==> src/shared/uart_consts.svh <==
`ifndef UART_CONSTS_SVH
`define UART_CONSTS_SVH
`define HOLD_OFF     8'h00
`define MASK_OFF     8'h04
`define SRC_OFF      8'h08
`define LINE_OFF     8'h0C
`define FC_ENABLE    0
`define FC_RX_FLUSH  1
`define FC_TX_FLUSH  2
`define FC_DMA       3
`define FC_TXTRIG    4
`define FC_RXTRIG    6
`define MK_RX        0
`define MK_TX        1
`define MK_LINE      2
`define LS_READY     0
`define LS_OVERRUN   1
`define LS_PARITY    2
`define LS_FRAMING   3
`define LS_BREAK     4
`define LS_TX_EMPTY  5
`define LS_TX_IDLE   6
`define LS_FIFO_ERR  7
`define MASK_RESET   4'h0
`define TRIG_RESET   2'h0
`define RX_TRIG0     6'h08
`define RX_TRIG1     6'h10
`define RX_TRIG2     6'h18
`define RX_TRIG3     6'h1C
`define TX_TRIG0     6'h10
`define TX_TRIG1     6'h08
`define TX_TRIG2     6'h18
`define TX_TRIG3     6'h1E
`define SRC_NONE     6'h01
`define SRC_LINE     6'h06
`define SRC_RX       6'h04
`define SRC_TIMEOUT  6'h0C
`define SRC_TX       6'h02
`define TIMEOUT_CHARS 3'h4
`endif

==> src/shared/uart_pkg.sv <==
package uart_pkg;
    typedef logic [5:0] count_t;
    typedef logic [7:0] byte_t;
    typedef logic [5:0] src_t;
    typedef logic [2:0] err_t;
endpackage

==> src/rtl/uart_fifo_irq_dma.sv <==
// What this block does
// - Receive level interrupt follows trigger level
// - Source register shows receive trigger while reached
// - Data ready set on push, cleared empty
// - Transmit drain interrupt, cleared by read/write
// - All mask bits zero means no interrupt
// - Error type and break shown in status
// - Status bit five while transmit FIFO empty
// - Bit six when FIFO and shifter empty
// - Bit seven when any stored character erroneous
// - DMA select bit picks mode zero/one
// - Receive trigger bits pick threshold; keep filling
// - Transmit trigger default 16; mode one fires below level, otherwise at empty
// - Mode zero transmit request low when empty
// - Mode zero receive request low while data
// - Mode one transmit request: full high, trigger low
// - Mode one receive request: trigger/timeout low, empty high
// - Mode zero requests per single character
// - Receive thresholds 8, 16, 24, 28
// - Transmit thresholds 16, 8, 24, 30
// - Control bits ignored unless enable written one
// - Source codes and receive over transmit priority
//
// The AHB-Lite interface to the registers and the register offsets were chosen for this implementation.
`include "uart_consts.svh"
module uart_fifo_irq_dma #(
    parameter int DEPTH = 32
) (
    input  wire logic           clock,
    input  wire logic           rst,
    input  wire logic           hsel,
    input  wire logic [31:0]    haddr,
    input  wire logic [1:0]     htrans,
    input  wire logic           hwrite,
    input  wire logic [2:0]     hsize,
    input  wire logic           hready,
    input  wire logic [31:0]    hwdata,
    output logic      [31:0]    hrdata,
    output logic                hreadyout,
    output logic                hresp,
    input  wire logic           rx_push,
    input  wire uart_pkg::byte_t rx_push_data,
    input  wire uart_pkg::err_t rx_push_err,
    input  wire logic           char_tick,
    output logic                tx_valid,
    output uart_pkg::byte_t     tx_data,
    input  wire logic           tx_pop,
    input  wire logic           tx_shifter_empty,
    output logic                irq,
    output logic                tx_request_n,
    output logic                rx_request_n
);
    import uart_pkg::*;
    localparam int PW = $clog2(DEPTH);

    logic            wr_pend_r, wr_pend_nxt;
    logic [7:0]      wr_addr_r, wr_addr_nxt;
    logic [31:0]     hrdata_r, hrdata_nxt, rd_word;
    logic [3:0]      mask_r, mask_nxt;
    logic            fifo_en_r, fifo_en_nxt, dma_r, dma_nxt;
    logic [1:0]      rxtrig_r, rxtrig_nxt, txtrig_r, txtrig_nxt;
    logic            rx_flush, tx_flush, take, rd;
    logic [7:0]      off;
    logic [10:0]     rx_mem [DEPTH];
    byte_t           tx_mem [DEPTH];
    logic [PW-1:0]   rx_wp_r, rx_wp_nxt, rx_rp_r, rx_rp_nxt;
    logic [PW-1:0]   tx_wp_r, tx_wp_nxt, tx_rp_r, tx_rp_nxt;
    count_t          rx_cnt_r, rx_cnt_nxt, tx_cnt_r, tx_cnt_nxt;
    count_t          err_cnt_r, err_cnt_nxt, cap, rx_level, tx_level;
    logic            ovr_r, ovr_nxt, tmo_r, tmo_nxt;
    logic [2:0]      tmo_cnt_r, tmo_cnt_nxt;
    logic            tx_pend_r, tx_pend_nxt, txr_n_r, txr_n_nxt;
    logic            rxr_n_r, rxr_n_nxt;
    logic            rx_do_push, rx_pop, tx_wr, tx_do_push, tx_do_pop;
    logic            rx_hit, line_cond, src_rd;
    err_t            head_err;
    byte_t           ls;
    src_t            src;

    assign take = hsel && hready && htrans[1];
    assign rd = take && !hwrite;
    assign off = haddr[7:0];
    assign hreadyout = 1'b1;
    assign hresp = 1'b0;
    assign hrdata = hrdata_r;
    assign src_rd = rd && off == `SRC_OFF;

    // Register writes act in the data phase, reads are sampled in the
    // address phase so read side effects line up with the captured data
    always_comb begin
        wr_pend_nxt = take && hwrite;
        wr_addr_nxt = take ? off : wr_addr_r;
        hrdata_nxt = rd ? rd_word : hrdata_r;
        mask_nxt = mask_r;
        fifo_en_nxt = fifo_en_r;
        dma_nxt = dma_r;
        rxtrig_nxt = rxtrig_r;
        txtrig_nxt = txtrig_r;
        rx_flush = 1'b0;
        tx_flush = 1'b0;
        if (wr_pend_r && wr_addr_r == `MASK_OFF) begin
            mask_nxt = hwdata[3:0];
        end
        if (wr_pend_r && wr_addr_r == `SRC_OFF) begin
            fifo_en_nxt = hwdata[`FC_ENABLE];
            if (hwdata[`FC_ENABLE]) begin
                dma_nxt = hwdata[`FC_DMA];
                rxtrig_nxt = hwdata[`FC_RXTRIG +: 2];
                txtrig_nxt = hwdata[`FC_TXTRIG +: 2];
                rx_flush = hwdata[`FC_RX_FLUSH];
                tx_flush = hwdata[`FC_TX_FLUSH];
            end
            // Changing FIFO mode empties both sides
            if (hwdata[`FC_ENABLE] != fifo_en_r) begin
                rx_flush = 1'b1;
                tx_flush = 1'b1;
            end
        end
    end

    always_comb begin
        case (rxtrig_r)
            2'h0:    rx_level = `RX_TRIG0;
            2'h1:    rx_level = `RX_TRIG1;
            2'h2:    rx_level = `RX_TRIG2;
            default: rx_level = `RX_TRIG3;
        endcase
        case (txtrig_r)
            2'h0:    tx_level = `TX_TRIG0;
            2'h1:    tx_level = `TX_TRIG1;
            2'h2:    tx_level = `TX_TRIG2;
            default: tx_level = `TX_TRIG3;
        endcase
    end

    // Without FIFOs each side holds a single character
    assign cap = fifo_en_r ? count_t'(DEPTH) : 6'h01;
    assign head_err = rx_mem[rx_rp_r][10:8];
    assign rx_hit = fifo_en_r ? rx_cnt_r >= rx_level : rx_cnt_r != 6'h00;
    assign line_cond = ovr_r || (rx_cnt_r != 6'h00 && head_err != 3'h0);

    always_comb begin
        rx_do_push = rx_push && !rx_flush && rx_cnt_r < cap;
        rx_pop = rd && off == `HOLD_OFF && rx_cnt_r != 6'h00;
        rx_wp_nxt = rx_wp_r;
        rx_rp_nxt = rx_rp_r;
        rx_cnt_nxt = rx_cnt_r;
        err_cnt_nxt = err_cnt_r;
        if (rx_flush) begin
            rx_wp_nxt = '0;
            rx_rp_nxt = '0;
            rx_cnt_nxt = 6'h00;
            err_cnt_nxt = 6'h00;
        end else begin
            rx_wp_nxt = rx_wp_r + PW'(rx_do_push);
            rx_rp_nxt = rx_rp_r + PW'(rx_pop);
            rx_cnt_nxt = rx_cnt_r + 6'(rx_do_push) - 6'(rx_pop);
            err_cnt_nxt = err_cnt_r + 6'(rx_do_push && rx_push_err != 3'h0)
                        - 6'(rx_pop && head_err != 3'h0);
        end
        // Overrun clears by a status read; a new overrun wins
        ovr_nxt = ovr_r;
        if (rd && off == `LINE_OFF) begin
            ovr_nxt = 1'b0;
        end
        if (rx_push && !rx_flush && rx_cnt_r >= cap) begin
            ovr_nxt = 1'b1;
        end
        tmo_cnt_nxt = tmo_cnt_r;
        tmo_nxt = tmo_r;
        if (!fifo_en_r || rx_do_push || rx_pop || rx_flush ||
            rx_cnt_r == 6'h00 || rx_cnt_r >= rx_level) begin
            tmo_cnt_nxt = 3'h0;
            tmo_nxt = 1'b0;
        end else if (char_tick && !tmo_r) begin
            tmo_cnt_nxt = tmo_cnt_r + 3'h1;
            tmo_nxt = tmo_cnt_nxt == `TIMEOUT_CHARS;
        end
    end

    assign tx_wr = wr_pend_r && wr_addr_r == `HOLD_OFF;
    assign tx_valid = tx_cnt_r != 6'h00;
    assign tx_data = tx_mem[tx_rp_r];

    always_comb begin
        tx_do_push = tx_wr && tx_cnt_r < cap;
        tx_do_pop = tx_pop && tx_cnt_r != 6'h00 && !tx_flush;
        tx_wp_nxt = tx_flush ? '0 : tx_wp_r + PW'(tx_do_push);
        tx_rp_nxt = tx_flush ? '0 : tx_rp_r + PW'(tx_do_pop);
        tx_cnt_nxt = tx_flush ? 6'h00
                   : tx_cnt_r + 6'(tx_do_push) - 6'(tx_do_pop);
        tx_pend_nxt = tx_pend_r;
        if (src_rd || tx_wr) begin
            tx_pend_nxt = 1'b0;
        end
        // Mode one drains to below the trigger, otherwise to empty
        if (tx_do_pop && (fifo_en_r && dma_r ? tx_cnt_nxt < tx_level
                                             : tx_cnt_nxt == 6'h00)) begin
            tx_pend_nxt = 1'b1;
        end
    end

    always_comb begin
        if (!fifo_en_r || !dma_r) begin
            txr_n_nxt = tx_cnt_r != 6'h00;
            rxr_n_nxt = rx_cnt_r == 6'h00;
        end else begin
            txr_n_nxt = txr_n_r;
            if (tx_cnt_r == cap) begin
                txr_n_nxt = 1'b1;
            end else if (tx_cnt_r < tx_level) begin
                txr_n_nxt = 1'b0;
            end
            rxr_n_nxt = rxr_n_r;
            if (rx_cnt_r == 6'h00) begin
                rxr_n_nxt = 1'b1;
            end else if (rx_hit || tmo_r) begin
                rxr_n_nxt = 1'b0;
            end
        end
    end

    always_comb begin
        ls = 8'h00;
        ls[`LS_READY] = rx_cnt_r != 6'h00;
        ls[`LS_OVERRUN] = ovr_r;
        if (rx_cnt_r != 6'h00) begin
            ls[`LS_PARITY] = head_err[0];
            ls[`LS_FRAMING] = head_err[1];
            ls[`LS_BREAK] = head_err[2];
        end
        ls[`LS_TX_EMPTY] = tx_cnt_r == 6'h00;
        ls[`LS_TX_IDLE] = tx_cnt_r == 6'h00 && tx_shifter_empty;
        ls[`LS_FIFO_ERR] = err_cnt_r != 6'h00;
        // Priority: line errors, receive level, timeout, transmit
        if (mask_r[`MK_LINE] && line_cond) begin
            src = `SRC_LINE;
        end else if (mask_r[`MK_RX] && rx_hit) begin
            src = `SRC_RX;
        end else if (mask_r[`MK_RX] && tmo_r) begin
            src = `SRC_TIMEOUT;
        end else if (mask_r[`MK_TX] && tx_pend_r) begin
            src = `SRC_TX;
        end else begin
            src = `SRC_NONE;
        end
        case (off)
            `HOLD_OFF: rd_word = {24'h00_0000, rx_mem[rx_rp_r][7:0]};
            `MASK_OFF: rd_word = {28'h000_0000, mask_r};
            `SRC_OFF:  rd_word = {26'h000_0000, src};
            `LINE_OFF: rd_word = {24'h00_0000, ls};
            default:   rd_word = 32'h0000_0000;
        endcase
    end

    assign irq = src != `SRC_NONE;
    assign tx_request_n = txr_n_r;
    assign rx_request_n = rxr_n_r;

    always_ff @(posedge clock) begin
        if (rx_do_push) begin
            rx_mem[rx_wp_r] <= {rx_push_err, rx_push_data};
        end
        if (tx_do_push) begin
            tx_mem[tx_wp_r] <= hwdata[7:0];
        end
    end

    always_ff @(posedge clock or posedge rst) begin
        if (rst) begin
            wr_pend_r <= 1'b0;
            wr_addr_r <= 8'h00;
            hrdata_r <= 32'h0000_0000;
            mask_r <= `MASK_RESET;
            fifo_en_r <= 1'b0;
            dma_r <= 1'b0;
            rxtrig_r <= `TRIG_RESET;
            txtrig_r <= `TRIG_RESET;
            rx_wp_r <= '0;
            rx_rp_r <= '0;
            tx_wp_r <= '0;
            tx_rp_r <= '0;
            rx_cnt_r <= 6'h00;
            tx_cnt_r <= 6'h00;
            err_cnt_r <= 6'h00;
            ovr_r <= 1'b0;
            tmo_r <= 1'b0;
            tmo_cnt_r <= 3'h0;
            tx_pend_r <= 1'b0;
            txr_n_r <= 1'b1;
            rxr_n_r <= 1'b1;
        end else begin
            wr_pend_r <= wr_pend_nxt;
            wr_addr_r <= wr_addr_nxt;
            hrdata_r <= hrdata_nxt;
            mask_r <= mask_nxt;
            fifo_en_r <= fifo_en_nxt;
            dma_r <= dma_nxt;
            rxtrig_r <= rxtrig_nxt;
            txtrig_r <= txtrig_nxt;
            rx_wp_r <= rx_wp_nxt;
            rx_rp_r <= rx_rp_nxt;
            tx_wp_r <= tx_wp_nxt;
            tx_rp_r <= tx_rp_nxt;
            rx_cnt_r <= rx_cnt_nxt;
            tx_cnt_r <= tx_cnt_nxt;
            err_cnt_r <= err_cnt_nxt;
            ovr_r <= ovr_nxt;
            tmo_r <= tmo_nxt;
            tmo_cnt_r <= tmo_cnt_nxt;
            tx_pend_r <= tx_pend_nxt;
            txr_n_r <= txr_n_nxt;
            rxr_n_r <= rxr_n_nxt;
        end
    end
endmodule

==> config.mk <==
export PLATFORM = sky130hd
export DESIGN_NAME = uart_fifo_irq_dma
export DESIGN_NICKNAME = d
export VERILOG_FILES = /design/src/shared/uart_pkg.sv /design/src/rtl/uart_fifo_irq_dma.sv
export VERILOG_INCLUDE_DIRS = /design/src /design/src/shared
export SDC_FILE = /design/constraint.sdc
export NUM_CORES = 1
export LEC_CHECK = 0
export ABC_AREA = 1
export BUFFER_PORTS_ARGS = -buffer_cell sky130_fd_sc_hd__buf_2
export CORE_ASPECT_RATIO = 1.75
export CORE_MARGIN = 2
export CORE_UTILIZATION = 60
export DETAILED_ROUTE_END_ITERATION = 8
export PLACE_DENSITY = 0.78
export REMOVE_ABC_BUFFERS = 1
export SLEW_MARGIN = 20
export SYNTH_ARGS = -nofsm -noshare
export SYNTH_HDL_FRONTEND = slang
export SYNTH_SLANG_ARGS = --single-unit
==> constraint.sdc <==
create_clock -name clock -period 9.4 [get_ports clock]
set_input_delay 1.88 -clock clock [delete_from_list [all_inputs] [get_ports clock]]
set_output_delay 1.88 -clock clock [all_outputs]
set_load 0.05 [all_outputs]
==> flow_metrics.py <==
metrics = {
    "sta": {
        "slew_violations": 0,
        "setup_tns_ns": 0,
        "max_freq_mhz": 167.1,
        "finalCriticalPeriod_ns": 5.985,
        "worstMarginPinSlew_ns": 1.149,
        "clock_skew_ns": 0.03399,
        "holdWs_ns": 0.4930,
        "grt_setup_unrepaired": "false",
        "final-setup-viol-count": 0,
        "slew_headroom_pct": 23.10,
        "period_share_pct": 63.68,
        "hold_viol": 0,
    },
    "clock_network": {
        "cts_setup_buffers": 0,
        "cts_root_buf": "clkbuf_16",
        "cts_tree": "yes",
        "holdBufCountCts": 0,
        "htree_levels": 2,
        "clkSinkCount": 681,
        "clk_pin_slew_ns": 0.07,
        "insertion_delay_ns": 0.62,
        "cts_buffers": 56,
        "cts_resized": 0,
        "ctsLongestPathBuffers": 3,
    },
    "floorplanning": {
        "die_w_um": 169.6,
        "fp-row-count": 106,
        "die_y_um": 293.8,
        "die_area_sq_um": 49820,
        "coreArea_sq_um": 47610,
        "io_pins": 135,
        "initial_core_util_pct": 60.46,
    },
    "cells_and_area": {
        "area_growth_pct": 8.341,
        "drive_gt1_share_pct": 8.436,
        "final_cells": 3040,
        "final_area_sq_um": 31190,
        "nets": 2535,
    },
    "route": {
        "vias": 18750,
        "drt_iter0_drc": 1777,
        "wl_met3_um": 4379,
        "routedWlPerCell_um": 21.95,
        "wl_met2_um": 35580,
        "wl_um": 66740,
        "m1WireLength_um": 22100,
        "first_pass_iters": 6,
        "route.detailed.drc": 0,
        "postRouteAntennaNets": 0,
        "vias_per_cell": 6.167,
        "top_layer_used": "met5",
    },
    "yosys": {
        "synth_largest_area_cell": "edfxtp_1",
        "synth_area_sq_um": 28790,
        "yosys_most_used_dff": "edfxtp_1",
        "yosys_warnings": 0,
        "postSynthCellCount": 2390,
        "synth_edf_count": 608,
        "async_reset_ff_share_pct": 10.72,
        "ys_seq_area_share_pct": 69.78,
        "synthMostInstantiatedCell": "edfxtp_1",
        "synthDistinctLibCells": 50,
        "synthTopCellsByArea": "edfxtp_1 63%, dfrtp_1 6.2%, nor2_1 5.2%",
        "synth_top_cell_area_share_pct": 63.42,
        "synth_seq_cells": 681,
        "synth_commonest_cells": "608 x edfxtp_1, 395 x nor2_1, 285 x o21ai_0",
        "syn_avg_cell_area_sq_um": 12.05,
    },
    "critical_path": {
        "required_ns": 7.52,
        "r2r_start": "rx_rp_r[1]$_DFF_PP0_",
        "rr_worst_depth": 23,
        "worstPathArrival_ns": 4.11,
        "rrSetupSlack_ns": 4.93,
        "slowest_delay_ns": 0.75,
        "slowest_stage": "clkinv_2",
        "setup.worst_path.class": "reg -> out",
        "crit_top_cell": "o21ai_0",
        "path_delay_family": "buffers and inverters",
        "crit_chain": "clkinv_2 -> buf_4 -> o21ai_0 -> o22ai_1 -> o21ai_0 -> a32oi_1 -> buf_2",
        "crit_buf_inv": 3,
        "cp-startpoint": "tx_rp_r[0]$_DFF_PP0_",
        "cp_max_fo": 65,
        "end_kind": "output pin",
        "critPathLaunchType": "flip-flop",
        "reg2reg_to": "err_cnt_r[4]$_DFF_PP0_",
    },
    "worst_hold_path": {
        "hold_depth": 2,
        "hp-start": "wr_addr_r[6]$_DFFE_PP0P_",
        "hold_class": "reg -> reg",
        "min_to": "wr_addr_r[6]$_DFFE_PP0P_",
    },
    "grt": {
        "gr-total-overflow": 0,
        "grt_usage_pct": 26.70,
        "grt_pass1_wl_um": 101300,
        "first_global_vias": 18960,
        "antenna_found_initial": 3,
        "grt_max_degree": 96,
    },
    "power_and_ir_drop": {
        "sw_frac_of_total_pct": 32.24,
        "switching_power_mw": 2.561,
        "pwr-share-clk_pct": 30.4,
        "leakage_nw": 11.23,
        "power.internal_mw": 5.384,
        "power_density_nw_per_um2": 254.8,
        "ir_worst_vdd_mv": 0.2071,
        "seqPwrFrac_pct": 44.6,
        "combPwrFrac_pct": 25.0,
    },
    "place": {
        "io_buffers": 56,
        "dp.cells": 2932,
        "hpwl_um": 42300,
        "placed_area_sq_um": 29270,
        "gp_congestion": 0.9117,
    },
    "outcome": {
        "status": "completed",
    },
    "flow_run": {
        "drv_cap": 0,
    },
}
[how the worst max path moves through the flow]
stage / endpoint / slack, ns / depth (start not counted)
2_1_floorplan: irq / 2.25 / 13
3_3_place_gp: err_cnt_r[4]$_DFF_PP0_ / 3.83 / 18
3_5_place_dp: tx_pend_r$_DFFE_PP0P_ / 3.72 / 22
4_1_cts: tx_data[4] / 3.55 / 7
5_1_grt: tx_data[5] / 3.37 / 9
6_report: tx_data[4] / 3.41 / 7
[per-stage QoR]
step	worst slack [ns]	power, mW	util [%]
after floorplan	2.255	4.914	-
after global placement	3.831	5.451	61.47
after detailed placement	3.717	5.548	61.47
after CTS	3.546	7.942	65.47
after global routing	3.372	8.259	65.48
final	3.415	7.946	65.50
[cell usage in the layout (no fill, tap or decap), types with 10 or more instances in the layout]
| master | netlist | final |
|---|---|---|
| edfxtp_1 | 608 | 608 |
| nor2_1 | 395 | 392 |
| o21ai_0 | 285 | 285 |
| nand2_1 | 270 | 270 |
| nand3_1 | 174 | 174 |
| inv_1 | 119 | 117 |
| o221ai_1 | 94 | 94 |
| dfrtp_1 | 71 | 68 |
| clkbuf_16 | 0 | 57 |
| buf_2 | 37 | 56 |
| ha_1 | 47 | 47 |
| o22ai_1 | 31 | 31 |
| buf_4 | 32 | 27 |
| conb_1 | 2 | 26 |
| a21oi_1 | 19 | 19 |
| a31oi_1 | 14 | 14 |
| clkinv_2 | 0 | 13 |
| nand4_1 | 11 | 11 |
| xor2_1 | 10 | 10 |
| o21ai_1 | 10 | 10 |
| clkinv_1 | 1 | 10 |
[power by group through the flow]
| stage | logic, mW | clock network (mW) | registers, mW |
|---|---|---|---|
| final | 1.98 | 2.42 | 3.54 |
| after CTS | 1.97 | 2.44 | 3.54 |
| after global routing | 2.16 | 2.54 | 3.55 |
| after floorplan | 1.26 | 0 | 3.65 |
| after detailed placement | 1.94 | 0 | 3.60 |
| after global placement | 1.85 | 0 | 3.60 |
[cells by family (layout without fill, tap and decap cells)]
kind of cell / after synthesis / in the layout / share of synthesized area, %
adder cells (fa/ha/maj): 50 / 50 / 2.251
multiplexers: 4 / 4 / 0.1565
AND/OR/NAND/NOR: 875 / 875 / 12.72
AO/OA/AOI/OAI: 481 / 481 / 10.09
other: 2 / 30 / 0.02609
buffers and inverters: 285 / 313 / 4.616
flip-flops: 681 / 681 / 69.78
XOR/XNOR: 12 / 12 / 0.3651
[worst register-to-register path, delay by kind of cell (launching register included)]
kind / cells / cell delay (ns)
xor gates and xnor gates: 1 / 0.16
adders and majority gates: 3 / 0.89
buffers and inverters: 6 / 1.36
DFF: 1 / 0.39
and+or+nand+nor: 13 / 1.55
[sequential cells by signal (all words and copies together), names as in the netlist, 6 cells and up]
name,flops
rx_mem,352
err_cnt_r,6
tx_mem,256
tx_cnt_r,6
wr_addr_r,8
hrdata,8
rx_cnt_r,6
[metal layers]
| metal | GRT usage [%] | vias to the layer above |
|---|---|---|
| met5 | 0 | - |
| met4 | 17.64 | 2 |
| met3 | 3.618 | 220 |
| met2 | 48.83 | 907 |
| met1 | 28.51 | 9049 |
| li1 | - | 8571 |
[layout make-up]
class / count / area, sq um
fill: 3430 / 16420
multi-input combinational: 1448 / 7470
clock buffer: 66 / 1470
tap: 594 / 743.2
sequential: 681 / 20100
timing repair buffer: 83 / 483.0
inverter: 126 / 485.5
antenna: 4 / 10.01
clock inverter: 38 / 431.7
(Power assumes the default switching activity.)
